## config.mk

```make
export PLATFORM = sky130hd
export DESIGN_NAME = cdel_top
export DESIGN_NICKNAME = d
export VERILOG_FILES = /design/src/common/cdel_pkg.sv /design/src/common/cdel_seek_if.sv /design/src/hdl/cdel_seek_trk.sv /design/src/hdl/cdel_top.sv
export SDC_FILE = /design/constraint.sdc
export NUM_CORES = 1
export LEC_CHECK = 0
export BUFFER_PORTS_ARGS = -buffer_cell sky130_fd_sc_hd__buf_2
export CORE_ASPECT_RATIO = 0.8
export CORE_MARGIN = 5
export CORE_UTILIZATION = 45
export CTS_BUF_LIST = sky130_fd_sc_hd__clkbuf_4 sky130_fd_sc_hd__clkbuf_8 sky130_fd_sc_hd__clkbuf_16
export DETAILED_ROUTE_END_ITERATION = 8
export GPL_TIMING_DRIVEN = 0
export SLEW_MARGIN = 20
export SYNTH_ARGS = -nofsm -noshare
export SYNTH_HDL_FRONTEND = slang
export SYNTH_SLANG_ARGS = --single-unit
```

## constraint.sdc

```tcl
create_clock -name SYS_CLK_I -period 5.8 [get_ports SYS_CLK_I]
set_clock_uncertainty 0.05 [all_clocks]
set_input_delay 1.16 -clock SYS_CLK_I [delete_from_list [all_inputs] [get_ports SYS_CLK_I]]
set_output_delay 1.16 -clock SYS_CLK_I [all_outputs]
set_load 0.02 [all_outputs]
```

## src/common/cdel_pkg.sv

```systemverilog
// constants and types of the cartridge disk exception logic
// assumes a 100 MHz system clock and up to four wired drive positions
//
// Behaviour
// - bit 16 marks a result to store; Test returns control ID in 17-23
// - Write to a not ready drive takes one buffer load first
// - not ready ends every operation except Pause and Test
// - normal Read checks every sector check code, no sector indication
// - Read Absolute never checks the sector check code
// - parity errors are reported but never end an operation
// - drive check error on Read counts only during data phase
// - Write parity counts only on target or predecessor; sector skipped
// - after Write parity error remaining write data is still accepted
// - Write to locked drive takes and discards one load, then lockout
// - presence comes from wiring; ready comes from the drive itself
// - address not found in 2 index pulses ends op, clears seek flop
// - no address coincidence check on Write Index or Read Absolute
// - illegal cylinder clears seek flop, seeks cylinder 0, reports
// - 32-sector seek over 200 ms is seek incomplete until next seek
// - seek incomplete in pulse ops or internal seek ends op at once
// - seek incomplete after implicit seek is reported on next op
// - seeking drive reports seeking, flop kept; writes take one load
// - Read or Read Absolute to seeking drive clears bit 16
// - Test to seeking drive reports it without exception bit
// - seek flop set blocks implicit seeks and shows on Test
// - bit 1 is set when bits 2-6, 11 or 14 set, or bit 9 clear on any op but Pause
// - address errors set both bits 10 and 11
package cdel_pkg;

  typedef enum logic [2:0] {
    OP_READ, OP_READ_ABS, OP_WRITE, OP_WRITE_IDX, OP_TEST, OP_PAUSE
  } cdel_op_t;

  typedef enum logic [2:0] {
    ST_IDLE, ST_EVAL, ST_LOAD, ST_SEEKW, ST_XFER, ST_FIN, ST_RESP
  } cdel_state_t;

  localparam int unsigned N_UNITS    = 4;
  localparam int unsigned RES_W      = 24;
  // result word bit positions
  localparam int unsigned RB_DONE    = 0;
  localparam int unsigned RB_EXC     = 1;
  localparam int unsigned RB_NRDY    = 2;
  localparam int unsigned RB_PAR_RD  = 3;
  localparam int unsigned RB_PAR_DRV = 4;
  localparam int unsigned RB_PAR_MEM = 5;
  localparam int unsigned RB_WLOCK   = 6;
  localparam int unsigned RB_UID_LO  = 7;
  localparam int unsigned RB_PRES    = 9;
  localparam int unsigned RB_SAE_LO  = 10;
  localparam int unsigned RB_SAE_HI  = 11;
  localparam int unsigned RB_NSEEK   = 12;
  localparam int unsigned RB_SEEKING = 13;
  localparam int unsigned RB_SSFF    = 14;
  localparam int unsigned RB_STORE   = 16;
  localparam int unsigned RB_CID_LO  = 17;

  localparam logic [1:0]  IDX_LIMIT  = 2'h2;
  localparam logic [23:0] RESULT_RST = 24'h000000;
  // arbitrary neutral control identification value
  localparam logic [6:0]  CTRL_ID_DFLT = 7'h2b;

  localparam int unsigned CLK_MHZ     = 100;
  localparam int unsigned SEEK_TO_MS  = 200;
  localparam int unsigned SEEK_TO_CYC = SEEK_TO_MS * CLK_MHZ * 1000;
  localparam int unsigned TMR_W       = 25;

endpackage

```

## src/common/cdel_seek_if.sv

```systemverilog
// per-drive seek tracking signals between controller and tracker
// assumes both ends run on the system clock
interface cdel_seek_if;
  logic start;
  logic set_ff;
  logic clr_ff;
  logic sect32;
  logic on_cyl;
  logic stat_ff;
  logic seeking;
  logic seek_inc;
  modport ctl (output start, set_ff, clr_ff, sect32, on_cyl,
               input  stat_ff, seeking, seek_inc);
  modport trk (input  start, set_ff, clr_ff, sect32, on_cyl,
               output stat_ff, seeking, seek_inc);
endinterface

```

## src/hdl/cdel_seek_trk.sv

```systemverilog
// seek status flop, seek timer and seek incomplete flag of one drive
// assumes on_cyl rises once when the drive reaches the sought cylinder
module cdel_seek_trk
  import cdel_pkg::*;
#(
  parameter int unsigned TO_CYC = SEEK_TO_CYC
)(
  input  wire logic  clk_i,
  input  wire logic  rst_ni,
  cdel_seek_if.trk   sk
);

  if (TO_CYC < 1 || TO_CYC >= (1 << TMR_W)) begin : g_bad_to
    $error("seek timeout count out of range");
  end

  localparam logic [TMR_W-1:0] TO_LAST = TMR_W'(TO_CYC - 1);

  logic [TMR_W-1:0] tmr_reg;
  logic             seeking_reg;
  logic             inc_reg;
  logic             stat_reg;
  logic             on_cyl_q;
  logic             timeout;

  assign timeout = seeking_reg && (tmr_reg == TO_LAST);

  always_ff @(posedge clk_i or negedge rst_ni) begin
    if (!rst_ni) begin
      on_cyl_q <= 1'b0;
    end else begin
      on_cyl_q <= sk.on_cyl;
    end
  end

  // a rising on-cylinder ends the seek; a drive left on cylinder
  // ends it only by the timer
  always_ff @(posedge clk_i or negedge rst_ni) begin
    if (!rst_ni) begin
      seeking_reg <= 1'b0;
      tmr_reg     <= '0;
    end else if (sk.start) begin
      seeking_reg <= 1'b1;
      tmr_reg     <= '0;
    end else begin
      if ((sk.on_cyl && !on_cyl_q) || timeout) begin
        seeking_reg <= 1'b0;
      end
      if (seeking_reg) begin
        tmr_reg <= tmr_reg + 1'b1;
      end
    end
  end

  always_ff @(posedge clk_i or negedge rst_ni) begin
    if (!rst_ni) begin
      inc_reg <= 1'b0;
    end else if (sk.start) begin
      inc_reg <= 1'b0;
    end else if (timeout && sk.sect32) begin
      inc_reg <= 1'b1;
    end
  end

  always_ff @(posedge clk_i or negedge rst_ni) begin
    if (!rst_ni) begin
      stat_reg <= 1'b0;
    end else if (sk.set_ff) begin
      stat_reg <= 1'b1;
    end else if (sk.clr_ff) begin
      stat_reg <= 1'b0;
    end
  end

  assign sk.stat_ff  = stat_reg;
  assign sk.seeking  = seeking_reg;
  assign sk.seek_inc = inc_reg;

endmodule

```

## src/hdl/cdel_top.sv

```systemverilog
// exception and result logic of the cartridge disk controller
// assumes the data path moves sectors and reports events as pulses
module cdel_top
  import cdel_pkg::*;
#(
  parameter int unsigned SEEK_TO_CYC_P = SEEK_TO_CYC,
  // arbitrary neutral control identification value
  parameter logic [6:0]  CTRL_ID       = CTRL_ID_DFLT
)(
  input  wire logic               SYS_CLK_I,
  input  wire logic               RESETN_I,
  input  wire logic               OP_VALID_I,
  input  wire cdel_op_t           OP_CODE_I,
  input  wire logic [1:0]         OP_UNIT_I,
  input  wire logic               OP_NEED_SEEK_I,
  output logic                    OP_READY_O,
  input  wire logic               WR_VALID_I,
  input  wire logic               WR_LAST_I,
  output logic                    WR_READY_O,
  input  wire logic               TERMINATE_I,
  input  wire logic               MEM_PARITY_I,
  output logic                    RESULT_VALID_O,
  output logic [RES_W-1:0]        RESULT_O,
  input  wire logic [N_UNITS-1:0] UNIT_WIRED_I,
  input  wire logic [7:0]         UNIT_TYPE_I,
  input  wire logic [N_UNITS-1:0] DRV_READY_I,
  input  wire logic [N_UNITS-1:0] DRV_WLOCK_I,
  input  wire logic [N_UNITS-1:0] DRV_ON_CYL_I,
  input  wire logic               INDEX_PULSE_I,
  input  wire logic               ADDR_FOUND_I,
  input  wire logic               SECT_END_I,
  input  wire logic               SECT_CODE_ERR_I,
  input  wire logic               DRV_CHECK_ERR_I,
  input  wire logic               DATA_PHASE_I,
  input  wire logic               WR_TARGET_I,
  input  wire logic               CYL_ILLEGAL_I,
  input  wire logic               CYL_CROSS_I,
  output logic                    XFER_GO_O,
  output logic                    SKIP_SECTOR_O,
  output logic                    SEEK_REQ_O,
  output logic [1:0]              SEEK_UNIT_O,
  output logic                    SEEK_CYL0_O
);

  ////////////////////////////////////////////////////////////////////////
  // reset release

  logic [1:0] rst_sync_reg;
  logic       rst_n;

  always_ff @(posedge SYS_CLK_I or negedge RESETN_I) begin
    if (!RESETN_I) begin
      rst_sync_reg <= 2'h0;
    end else begin
      rst_sync_reg <= {rst_sync_reg[0], 1'b1};
    end
  end
  assign rst_n = rst_sync_reg[1];

  ////////////////////////////////////////////////////////////////////////
  // state

  cdel_state_t state_reg;
  cdel_state_t state_next;
  cdel_op_t    op_reg;
  logic [1:0]  unit_reg;
  logic        need_seek_reg;
  logic        found_reg;
  logic [1:0]  idx_cnt_reg;
  logic        f_nr_reg, f_prd_reg, f_pdrv_reg, f_pmem_reg;
  logic        f_wl_reg, f_sae_reg, f_seek_reg, f_nostore_reg;

  logic [N_UNITS-1:0] stat_v, seeking_v, inc_v;
  logic u_ready, u_wl, u_pres, u_stat, u_seeking, u_inc;
  logic is_rd, is_wr, pulse_op, take_op;

  // set in the decision logic below
  logic seek_go, seek_set, seek_cyl0, ff_clr;
  logic set_nr, set_sae, set_seek, set_nostore, set_wl;

  assign u_ready   = DRV_READY_I[unit_reg];
  assign u_wl      = DRV_WLOCK_I[unit_reg];
  assign u_pres    = UNIT_WIRED_I[unit_reg];
  assign u_stat    = stat_v[unit_reg];
  assign u_seeking = seeking_v[unit_reg];
  assign u_inc     = inc_v[unit_reg];

  assign is_rd    = (op_reg == OP_READ) || (op_reg == OP_READ_ABS);
  assign is_wr    = (op_reg == OP_WRITE) || (op_reg == OP_WRITE_IDX);
  assign pulse_op = (op_reg == OP_READ_ABS) || (op_reg == OP_WRITE_IDX);
  assign take_op  = OP_VALID_I && (state_reg == ST_IDLE);

  ////////////////////////////////////////////////////////////////////////
  // per-drive seek trackers

  cdel_seek_if sk [N_UNITS] ();

  for (genvar g = 0; g < N_UNITS; g++) begin : g_unit
    assign sk[g].start  = seek_go && (unit_reg == 2'(g));
    assign sk[g].set_ff = seek_set && (unit_reg == 2'(g));
    assign sk[g].clr_ff = ff_clr && (unit_reg == 2'(g));
    // high unit-type bit clear means a 32-sector drive
    assign sk[g].sect32 = !UNIT_TYPE_I[2*g+1];
    assign sk[g].on_cyl = DRV_ON_CYL_I[g];
    assign stat_v[g]    = sk[g].stat_ff;
    assign seeking_v[g] = sk[g].seeking;
    assign inc_v[g]     = sk[g].seek_inc;
    cdel_seek_trk #(
      .TO_CYC (SEEK_TO_CYC_P)
    ) u_trk (
      .clk_i  (SYS_CLK_I),
      .rst_ni (rst_n),
      .sk     (sk[g])
    );
  end

  ////////////////////////////////////////////////////////////////////////
  // decision and sequencing

  always_comb begin
    state_next  = state_reg;
    seek_go     = 1'b0;
    seek_set    = 1'b0;
    seek_cyl0   = 1'b0;
    ff_clr      = 1'b0;
    set_nr      = 1'b0;
    set_sae     = 1'b0;
    set_seek    = 1'b0;
    set_nostore = 1'b0;
    set_wl      = 1'b0;
    case (state_reg)
      ST_IDLE: begin
        if (OP_VALID_I) begin
          state_next = ST_EVAL;
        end
      end
      ST_EVAL: begin
        if (op_reg == OP_PAUSE) begin
          set_nostore = 1'b1;
          state_next  = ST_FIN;
        end else if (!u_ready && op_reg != OP_TEST) begin
          set_nr     = 1'b1;
          state_next = is_wr ? ST_LOAD : ST_FIN;
        end else if (u_inc) begin
          set_sae    = 1'b1;
          ff_clr     = 1'b1;
          seek_go    = 1'b1;
          seek_cyl0  = 1'b1;
          state_next = ST_FIN;
        end else if (op_reg == OP_TEST) begin
          state_next = ST_FIN;
        end else if (u_seeking) begin
          set_seek    = 1'b1;
          set_nostore = is_rd;
          state_next  = is_wr ? ST_LOAD : ST_FIN;
        end else if (u_wl && is_wr) begin
          set_wl     = 1'b1;
          state_next = ST_LOAD;
        end else if (pulse_op) begin
          // pulse-located ops always seek first
          seek_go    = 1'b1;
          seek_set   = 1'b1;
          state_next = ST_SEEKW;
        end else if (need_seek_reg && !u_stat) begin
          // implicit seek: op answers as seeking, drive goes on alone
          seek_go     = 1'b1;
          seek_set    = 1'b1;
          set_seek    = 1'b1;
          set_nostore = is_rd;
          state_next  = is_wr ? ST_LOAD : ST_FIN;
        end else begin
          state_next = ST_XFER;
        end
      end
      ST_LOAD: begin
        if (WR_VALID_I && WR_LAST_I) begin
          state_next = ST_FIN;
        end
      end
      ST_SEEKW: begin
        if (u_inc) begin
          set_sae    = 1'b1;
          ff_clr     = 1'b1;
          seek_go    = 1'b1;
          seek_cyl0  = 1'b1;
          state_next = ST_FIN;
        end else if (!u_seeking) begin
          state_next = ST_XFER;
        end
      end
      ST_XFER: begin
        if (CYL_ILLEGAL_I) begin
          set_sae    = 1'b1;
          ff_clr     = 1'b1;
          seek_go    = 1'b1;
          seek_cyl0  = 1'b1;
          state_next = ST_FIN;
        end else if (!u_ready) begin
          set_nr     = 1'b1;
          state_next = ST_FIN;
        end else if (!pulse_op && !found_reg && INDEX_PULSE_I &&
                     idx_cnt_reg == IDX_LIMIT - 2'h1) begin
          set_sae    = 1'b1;
          ff_clr     = 1'b1;
          state_next = ST_FIN;
        end else if (TERMINATE_I) begin
          state_next = ST_FIN;
        end else if (CYL_CROSS_I) begin
          // internal seek of a multi-cylinder transfer
          seek_go    = 1'b1;
          seek_set   = 1'b1;
          state_next = ST_SEEKW;
        end
      end
      ST_FIN: begin
        state_next = ST_RESP;
      end
      ST_RESP: begin
        state_next = ST_IDLE;
      end
      default: begin
        state_next = ST_IDLE;
      end
    endcase
  end

  always_ff @(posedge SYS_CLK_I or negedge rst_n) begin
    if (!rst_n) begin
      state_reg <= ST_IDLE;
    end else begin
      state_reg <= state_next;
    end
  end

  always_ff @(posedge SYS_CLK_I or negedge rst_n) begin
    if (!rst_n) begin
      op_reg        <= OP_PAUSE;
      unit_reg      <= 2'h0;
      need_seek_reg <= 1'b0;
    end else if (take_op) begin
      op_reg        <= OP_CODE_I;
      unit_reg      <= OP_UNIT_I;
      need_seek_reg <= OP_NEED_SEEK_I;
    end
  end

  // address search: a cylinder crossing starts a fresh search
  always_ff @(posedge SYS_CLK_I or negedge rst_n) begin
    if (!rst_n) begin
      found_reg   <= 1'b0;
      idx_cnt_reg <= 2'h0;
    end else if (take_op || state_reg == ST_SEEKW) begin
      found_reg   <= 1'b0;
      idx_cnt_reg <= 2'h0;
    end else if (state_reg == ST_XFER) begin
      if (ADDR_FOUND_I) begin
        found_reg <= 1'b1;
      end
      if (INDEX_PULSE_I && !found_reg) begin
        idx_cnt_reg <= idx_cnt_reg + 2'h1;
      end
    end
  end

  ////////////////////////////////////////////////////////////////////////
  // exception flags

  always_ff @(posedge SYS_CLK_I or negedge rst_n) begin
    if (!rst_n) begin
      f_nr_reg      <= 1'b0;
      f_sae_reg     <= 1'b0;
      f_seek_reg    <= 1'b0;
      f_nostore_reg <= 1'b0;
      f_wl_reg      <= 1'b0;
    end else if (take_op) begin
      f_nr_reg      <= 1'b0;
      f_sae_reg     <= 1'b0;
      f_seek_reg    <= 1'b0;
      f_nostore_reg <= 1'b0;
      f_wl_reg      <= 1'b0;
    end else begin
      f_nr_reg      <= f_nr_reg | set_nr;
      f_sae_reg     <= f_sae_reg | set_sae;
      f_seek_reg    <= f_seek_reg | set_seek;
      f_nostore_reg <= f_nostore_reg | set_nostore;
      f_wl_reg      <= f_wl_reg | set_wl;
    end
  end

  // parity only flags, never ends the op
  always_ff @(posedge SYS_CLK_I or negedge rst_n) begin
    if (!rst_n) begin
      f_prd_reg  <= 1'b0;
      f_pdrv_reg <= 1'b0;
      f_pmem_reg <= 1'b0;
    end else if (take_op) begin
      f_prd_reg  <= 1'b0;
      f_pdrv_reg <= 1'b0;
      f_pmem_reg <= 1'b0;
    end else if (state_reg == ST_XFER) begin
      if (op_reg == OP_READ && SECT_END_I && SECT_CODE_ERR_I) begin
        f_prd_reg <= 1'b1;
      end
      if (DRV_CHECK_ERR_I && (is_rd ? DATA_PHASE_I : WR_TARGET_I)) begin
        f_pdrv_reg <= 1'b1;
      end
      if (MEM_PARITY_I && is_wr) begin
        f_pmem_reg <= 1'b1;
      end
    end
  end

  always_ff @(posedge SYS_CLK_I or negedge rst_n) begin
    if (!rst_n) begin
      SKIP_SECTOR_O <= 1'b0;
    end else begin
      SKIP_SECTOR_O <= (state_reg == ST_XFER) && is_wr &&
                       DRV_CHECK_ERR_I && WR_TARGET_I;
    end
  end

  ////////////////////////////////////////////////////////////////////////
  // seek commands toward the drives

  always_ff @(posedge SYS_CLK_I or negedge rst_n) begin
    if (!rst_n) begin
      SEEK_REQ_O  <= 1'b0;
      SEEK_UNIT_O <= 2'h0;
      SEEK_CYL0_O <= 1'b0;
    end else begin
      SEEK_REQ_O <= seek_go;
      if (seek_go) begin
        SEEK_UNIT_O <= unit_reg;
        SEEK_CYL0_O <= seek_cyl0;
      end
    end
  end

  ////////////////////////////////////////////////////////////////////////
  // result word

  logic [RES_W-1:0] res;
  logic             is_test;

  assign is_test = (op_reg == OP_TEST);

  always_comb begin
    res                = RESULT_RST;
    res[RB_DONE]       = 1'b1;
    res[RB_NRDY]       = f_nr_reg | (is_test & !u_ready);
    res[RB_PAR_RD]     = f_prd_reg;
    res[RB_PAR_DRV]    = f_pdrv_reg;
    res[RB_PAR_MEM]    = f_pmem_reg;
    res[RB_WLOCK]      = f_wl_reg | (is_test & u_wl);
    res[RB_PRES]       = u_pres & (op_reg != OP_PAUSE);
    res[RB_SAE_LO]     = f_sae_reg;
    res[RB_SAE_HI]     = f_sae_reg;
    res[RB_SEEKING]    = f_seek_reg;
    res[RB_NSEEK]      = is_test & !u_seeking;
    res[RB_SSFF]       = is_test & u_stat;
    res[RB_STORE]      = !f_nostore_reg;
    if (is_test) begin
      res[RB_UID_LO+1:RB_UID_LO] = UNIT_TYPE_I[2*unit_reg +: 2];
      res[RB_CID_LO+6:RB_CID_LO] = CTRL_ID;
    end
    res[RB_EXC] = (|res[RB_WLOCK:RB_NRDY]) | res[RB_SAE_HI] |
                  res[RB_SSFF] | ((op_reg != OP_PAUSE) & !res[RB_PRES]);
  end

  always_ff @(posedge SYS_CLK_I or negedge rst_n) begin
    if (!rst_n) begin
      RESULT_O <= RESULT_RST;
    end else if (state_reg == ST_FIN) begin
      RESULT_O <= res;
    end
  end

  // write data accepted to the end
  assign WR_READY_O = (state_reg == ST_LOAD) ||
                      ((state_reg == ST_XFER) && is_wr);
  assign OP_READY_O     = (state_reg == ST_IDLE);
  assign RESULT_VALID_O = (state_reg == ST_RESP);
  assign XFER_GO_O      = (state_reg == ST_XFER);

endmodule

```

# Yosys cells after proc, flatten, opt, wreduce, memory -nomap -nowiden
# Index checks and enable logic that the tools add are counted.
[classes]
n_eq_ne = 25
bitwise = 16
mux = 143
addsub = 5
shift = 1
n_reduce_logical = 97
n_lt_le_gt_ge = 1
[op_table]
columns = ["op", "count"]
rows = [
  ["$mux W25", 8],
  ["$add A25 B1 Y25 const B", 4],
  ["$eq A25 B25 Y1 const B", 4],
  ["$mux W1", 100],
  ["$mux W3", 18],
  ["$reduce_bool A2 Y1", 23],
  ["$logic_and A1 B1 Y1", 40],
  ["$pmux W3 S6", 1],
  ["$eq A3 B3 Y1 const B", 5],
  ["$logic_not A1 Y1", 15],
  ["$bmux W1 S2", 6],
  ["$eq A3 B2 Y1 const B", 4],
  ["$or A1 B1 Y1", 10],
  ["$reduce_and A2 Y1", 5],
  ["$logic_or A1 B1 Y1", 9],
  ["$ne A3 B3 Y1 const B", 3],
  ["$pmux W1 S3", 3],
  ["$mux W2", 4],
  ["$shiftx A8 B4 Y2", 1],
  ["$and A1 B1 Y1", 6],
  ["$eq A3 B1 Y1 const B", 2],
  ["$logic_not A3 Y1", 2],
  ["$mux W6", 1],
  ["$ne A6 B5 Y1 const B", 1],
  ["other kinds (9)", 13],
]
[word_totals]
regBits = 166
output_inout_bits = 33
wordCells = 328
input_bits = 46

# Logic depth before layout (Yosys ltp)
[depth]
word_depth = 15
mapped_depth = 8
depth_no_buf = 7

# Hierarchy
# Synthesis repeated with hierarchy kept, for this count alone.
[unflattened]
hier_cells = 900
area_unflattened_um2 = 8705.8
[by_module_without_submodules]
columns = ["mod", "seq_area_each_um2", "n_inst", "area_per_inst_um2", "cells_per_inst"]
rows = [
  ["cdel_seek_trk at g_unit[0].u_trk ...", 725.7, 3, 1532.7, 155],
  ["cdel_top", 1078.5, 1, 2507.4, 269],
  ["cdel_seek_trk at g_unit[3].u_trk", 725.7, 1, 1600.3, 166],
]

# Least setup slack after synthesis
# No wires, ideal clock.
[synth_timing]
kind = "input port to flip-flop"
start = "input DRV_WLOCK_I[3]"
end = "register g_unit[2].u_trk.tmr_reg[6]"
slack_ns = 2.827
t_required_ns = 5.630
setup_time_ns = 0.120
stages = 6
t_arrival_ns = 2.804
cell_sequence = "mux4_2 a21oi_4 nand4_4 a311oi_4 buf_6 nor2_2"
[synth_via]
elab_chain_cells = 12
[synth_lines]
columns = ["element", "line", "source"]
rows = [
  ["from (decl)", "cdel_top.sv:27", "input wire logic [N_UNITS-1:0] DRV_WLOCK_I,"],
  ["$bmux W1 S2 (*)", "cdel_top.sv:82", "assign u_wl = DRV_WLOCK_I[unit_reg];"],
  ["$mux W1 (implied by the code) (*)", "cdel_top.sv:82", ""],
  ["$logic_and A1 B1 Y1 (*)", "cdel_top.sv:156", "end else if (u_wl && is_wr) begin"],
  ["$mux W1 (*)", "cdel_top.sv:156", ""],
  ["$mux W1 (*)", "cdel_top.sv:152", "end else if (u_seeking) begin"],
  ["$mux W1 (*)", "cdel_top.sv:150", "end else if (op_reg == OP_TEST) begin"],
  ["$mux W1 (*)", "cdel_top.sv:144", "end else if (u_inc) begin"],
  ["$mux W1 (*)", "cdel_top.sv:141", "end else if (!u_ready && op_reg != OP_TEST) begin"],
  ["$mux W1 (*)", "cdel_top.sv:138", "if (op_reg == OP_PAUSE) begin"],
  ["$pmux W1 S3 (*)", "cdel_top.sv:131", "case (state_reg)"],
  ["$logic_and A1 B1 Y1 (*)", "cdel_top.sv:99", "assign sk[g].start = seek_go && (unit_reg == 2'(g));"],
  ["$mux W25 or $reduce_bool A2 Y1 (tied branches)", "-", ""],
  ["to (signal assigned)", "cdel_seek_trk.sv:50", "tmr_reg <= tmr_reg + 1'b1;"],
  ["to (decl)", "cdel_seek_trk.sv:19", "logic [TMR_W-1:0] tmr_reg;"],
]
# Mark *: on every way between the ends. The rest lies on a longest branch, timed or not. The select of a mux whose other input is x is not followed.
# A chain may end at the register's enable or synchronous reset.

# Final worst setup path
[layout_timing]
start = "register op_reg[1]"
end = "output WR_READY_O"
[layout_via]
elab_chain_cells = 4
[layout_lines]
columns = ["element", "line", "source"]
rows = [
  ["from (decl)", "cdel_top.sv:65", "cdel_op_t op_reg;"],
  ["from (signal assigned)", "cdel_top.sv:237", "op_reg <= OP_PAUSE;"],
  ["from (signal assigned)", "cdel_top.sv:241", "op_reg <= OP_CODE_I;"],
  ["$eq A3 B2 Y1", "cdel_top.sv:89", "assign is_wr = (op_reg == OP_WRITE) || (op_reg == OP_WRITE_IDX);"],
  ["$logic_or A1 B1 Y1 (*)", "cdel_top.sv:89", ""],
  ["$logic_and A1 B1 Y1 (*)", "cdel_top.sv:380", "((state_reg == ST_XFER) && is_wr);"],
  ["$logic_or A1 B1 Y1 (*)", "cdel_top.sv:379", "assign WR_READY_O = (state_reg == ST_LOAD) ||"],
  ["to (decl)", "cdel_top.sv:19", "output logic WR_READY_O,"],
]
# Mark *: on every way between the ends. The rest lies on a longest branch, timed or not.

==> summary.txt <==
Run status - complete, no violations
Final count of hold timing violations - 0
Number of antenna violations at the first check in global routing - 0
Most common cell after layout, fill and taps aside - dfrtp_1
Count of buffers added by post-CTS timing repair for setup - 0
Startpoint class of the critical path - flop
Die width - 163 microns
Setup Viol. Count Final - 0
Critical path peak fanout - 8
Non-filler cells in the finished layout - 1,211
Fraction of layout cells with a size suffix above 1 - 24.3%
Wire length of the first global-routing pass - 30.7 mm
Post-route core utilization - 53.4%
Avg Cell Area, Syn - 9.92 sq um
Clock latency on the worst-skew pair - 0.41 ns
Clock Pin Slew Worst Setup and Hold Paths - 0.06 ns
CTS tree - done
Sequential fraction of the synthesis area - 47.3%
Worst relative slew slack - 51.4%
Most frequently used flop master after synthesis - dfrtp_1
Per-cell via count in the routed design - 5.14
RSZ-0062 raised after global routing - no
Port Buffers - 74
Type of the worst min-delay path - flop to async pin
Number of buffers inserted for hold repair after clock tree synthesis - 0
Slew of the pin with the lowest slew margin - 0.728 ns
Starting DRC count in detailed routing - 376
Worst r2r src - op_reg[0]
WL final - 18.1 mm
Growth of design area from synthesis to finish - 16.0%
CTS-repair resized insts - 0
Peak ir drop on the vdd network - 192 uV
Depth of the most critical reg-to-reg path - 7
Fillers - 1,674
Most frequent cells in the layout - dfrtp_1, nor2_1, nand2_1
Netlist cell types - 72
Combinational family with the most area after synthesis - simple AND/OR/NAND/NOR gates
Adder and majority cell fraction of the synthesized area - 0.862%
Endpoint arrival time on the critical path - 2.03 ns
Critical Path RT - 4.59 ns
Xor-xnor portion of the synthesized cell area - 9.89%
Share of the synthesized area in compound gates (AO/OA/AOI/OAI) - 7.12%
Instance count of the mapped netlist - 848
Count of pins over their slew limit - 0
Basic-gate share of the synthesized area counting and, or, nand and nor cells - 25.9%
Post-route DRC violation count - 0
Maximum Capacitance Violations - 0
Maximum count of clock buffers along a single path - 2
Root buffer selected by CTS - clkbuf_16
Synthesized flop and latch total - 159
Number of flip-flops under the largest register name - 100
Min Clock Period, post-route - 3.24 ns
Worst Hold Slack - 0.225 ns
Count of nets after finishing - 998
Starting utilization of the core area - 46.0%
Proportion of synthesized flip-flops having asynchronous set or reset - 100%
TritonCTS Sinks - 159
Post-synthesis mux area share - 3.40%
Post-Place Worst Slack - 2.46 ns
Count of flip-flops with a built-in enable after synthesis - 0
Power per cell area - 504 mW/mm^2
Antenna violation net count after detailed routing - 0
Remaining global-route overflow - 0
Initial DRT Pass Iterations - 5
Largest net degree at the start of global routing - 56
Final GP Congestion - 0.839
Num CTS Buffers - 17
Detailed placer's ending HPWL - 13.2 mm
Count of inserted antenna diode cells - 0
Die area - 0.0216 sq mm
End of the worst register-to-register path - g_unit[1].u_trk.tmr_reg[12]
Critical Setup Path Class - flop to output pin
Fmax - 0.309 GHz
Static Leak - 4.22 nW
Worst-case register-to-register setup slack - 3.12 ns
Via count - 6,219
Final Worst Setup Slack - 2.56 ns
DP Cell Count - 1,181
Portion of the clock cycle consumed by the worst path in the final layout - 55.8%
Core Area - 0.0183 sq mm
Synth warnings - 0
Total power consumption of the routed design - 4.92 mW
Tot GR Track Use - 17.4%
WL/cell - 15.0 microns
Floorplan die height - 132 microns
Site row count - 44
I/O pin cnt - 79
CP endpoint kind - output pin
Number of global-route vias before repair - 6,087
Cell area after synthesis - 0.00842 sq mm
Htree depth - 4
==> metal layers <==
layer / vias to the layer above / GRT usage (%) / wire length (microns)
met5: - / 0 / 0
met4: 0 / 3.59 / 167
met3: 10 / 4.56 / 939
met2: 126 / 26.4 / 8040
met1: 2982 / 25.4 / 8990
li1: 3101 / - / -
==> through the flow <==
stage / TNS (ns) / area (sq um)
after floorplan: 0 / 8430
after global placement: -166.22 / 9110
after detailed placement: 0 / 9190
after CTS: 0 / 9770
after global routing: 0 / 9770
final: 0 / 9770
==> worst max-delay path by stage <==
stage | startpoint | endpoint | slack [ns] | cells after the start
detailed placement | DRV_WLOCK_I[3] | g_unit[0].u_trk.tmr_reg[19] | 2.46 | 7
floorplan | rst_sync_reg[1] | RESULT_O[0] | 1.0 | 0
CTS | op_reg[1] | WR_READY_O | 2.56 | 5
global placement | rst_sync_reg[1] | g_unit[2].u_trk.tmr_reg[15] | -1.08 | 0
finish | op_reg[1] | WR_READY_O | 2.56 | 5
global route | op_reg[1] | WR_READY_O | 2.44 | 5
==> power breakdown <==
part	internal (mW)	total (mW)	switching [mW]
Clock	0.681	1.10	0.418
Combinational	0.780	1.81	1.03
Sequential	1.58	2.01	0.432
Total	3.04	4.92	1.88
==> logic make-up (layout without fill, tap and decap cells) <==
family                     Yosys count  after routing
other                                2              5
and+or+nand+nor                    415            415
adders and majority gates            6              6
AOI/OAI and AO/OA                   80             80
xor gates and xnor gates            95             95
DFF                                159            159
buffers and inverters               74            181
muxes                               17             17
==> critical path, stage by stage, from the launching register on <==
cell and delay, ns:
dfrtp_1 0.32, clkbuf_2 0.18, nor2b_1 0.62, nand2_1 0.11, a21oi_1 0.19, buf_2 0.19
==> synth_stat cells (7+ instances only) <==
cell	instances	area (sq um)
a21oi_1	18	90.1
and3_1	15	93.8
and4_1	7	61.3
buf_4	9	67.6
buf_6	9	101
clkbuf_1	10	37.5
clkbuf_8	7	96.3
dfrtp_1	157	3930
inv_1	34	128
nand2_1	84	315
nand3_1	35	175
nand4_1	25	156
nor2_1	90	338
nor2_2	61	382
nor3_1	28	140
nor4_1	24	150
nor4b_1	8	70.1
o21ai_0	24	120
or3_1	8	50.1
xnor2_1	61	534
xor2_1	34	298
==> area by class of cell <==
cell class              count  area, sq um  share of cell area, %
clock inverters             6         83.8                  0.858
flip-flops and latches    159         3990                   40.8
multi-input cells         618         3990                   40.8
plain buffers              40          329                   3.37
clock buffers              24          497                   5.09
repair buffers             77          438                   4.48
well taps                 253          317                   3.24
inverters                  34          128                   1.31
No activity file was read; power rests on OpenSTA's default activity.
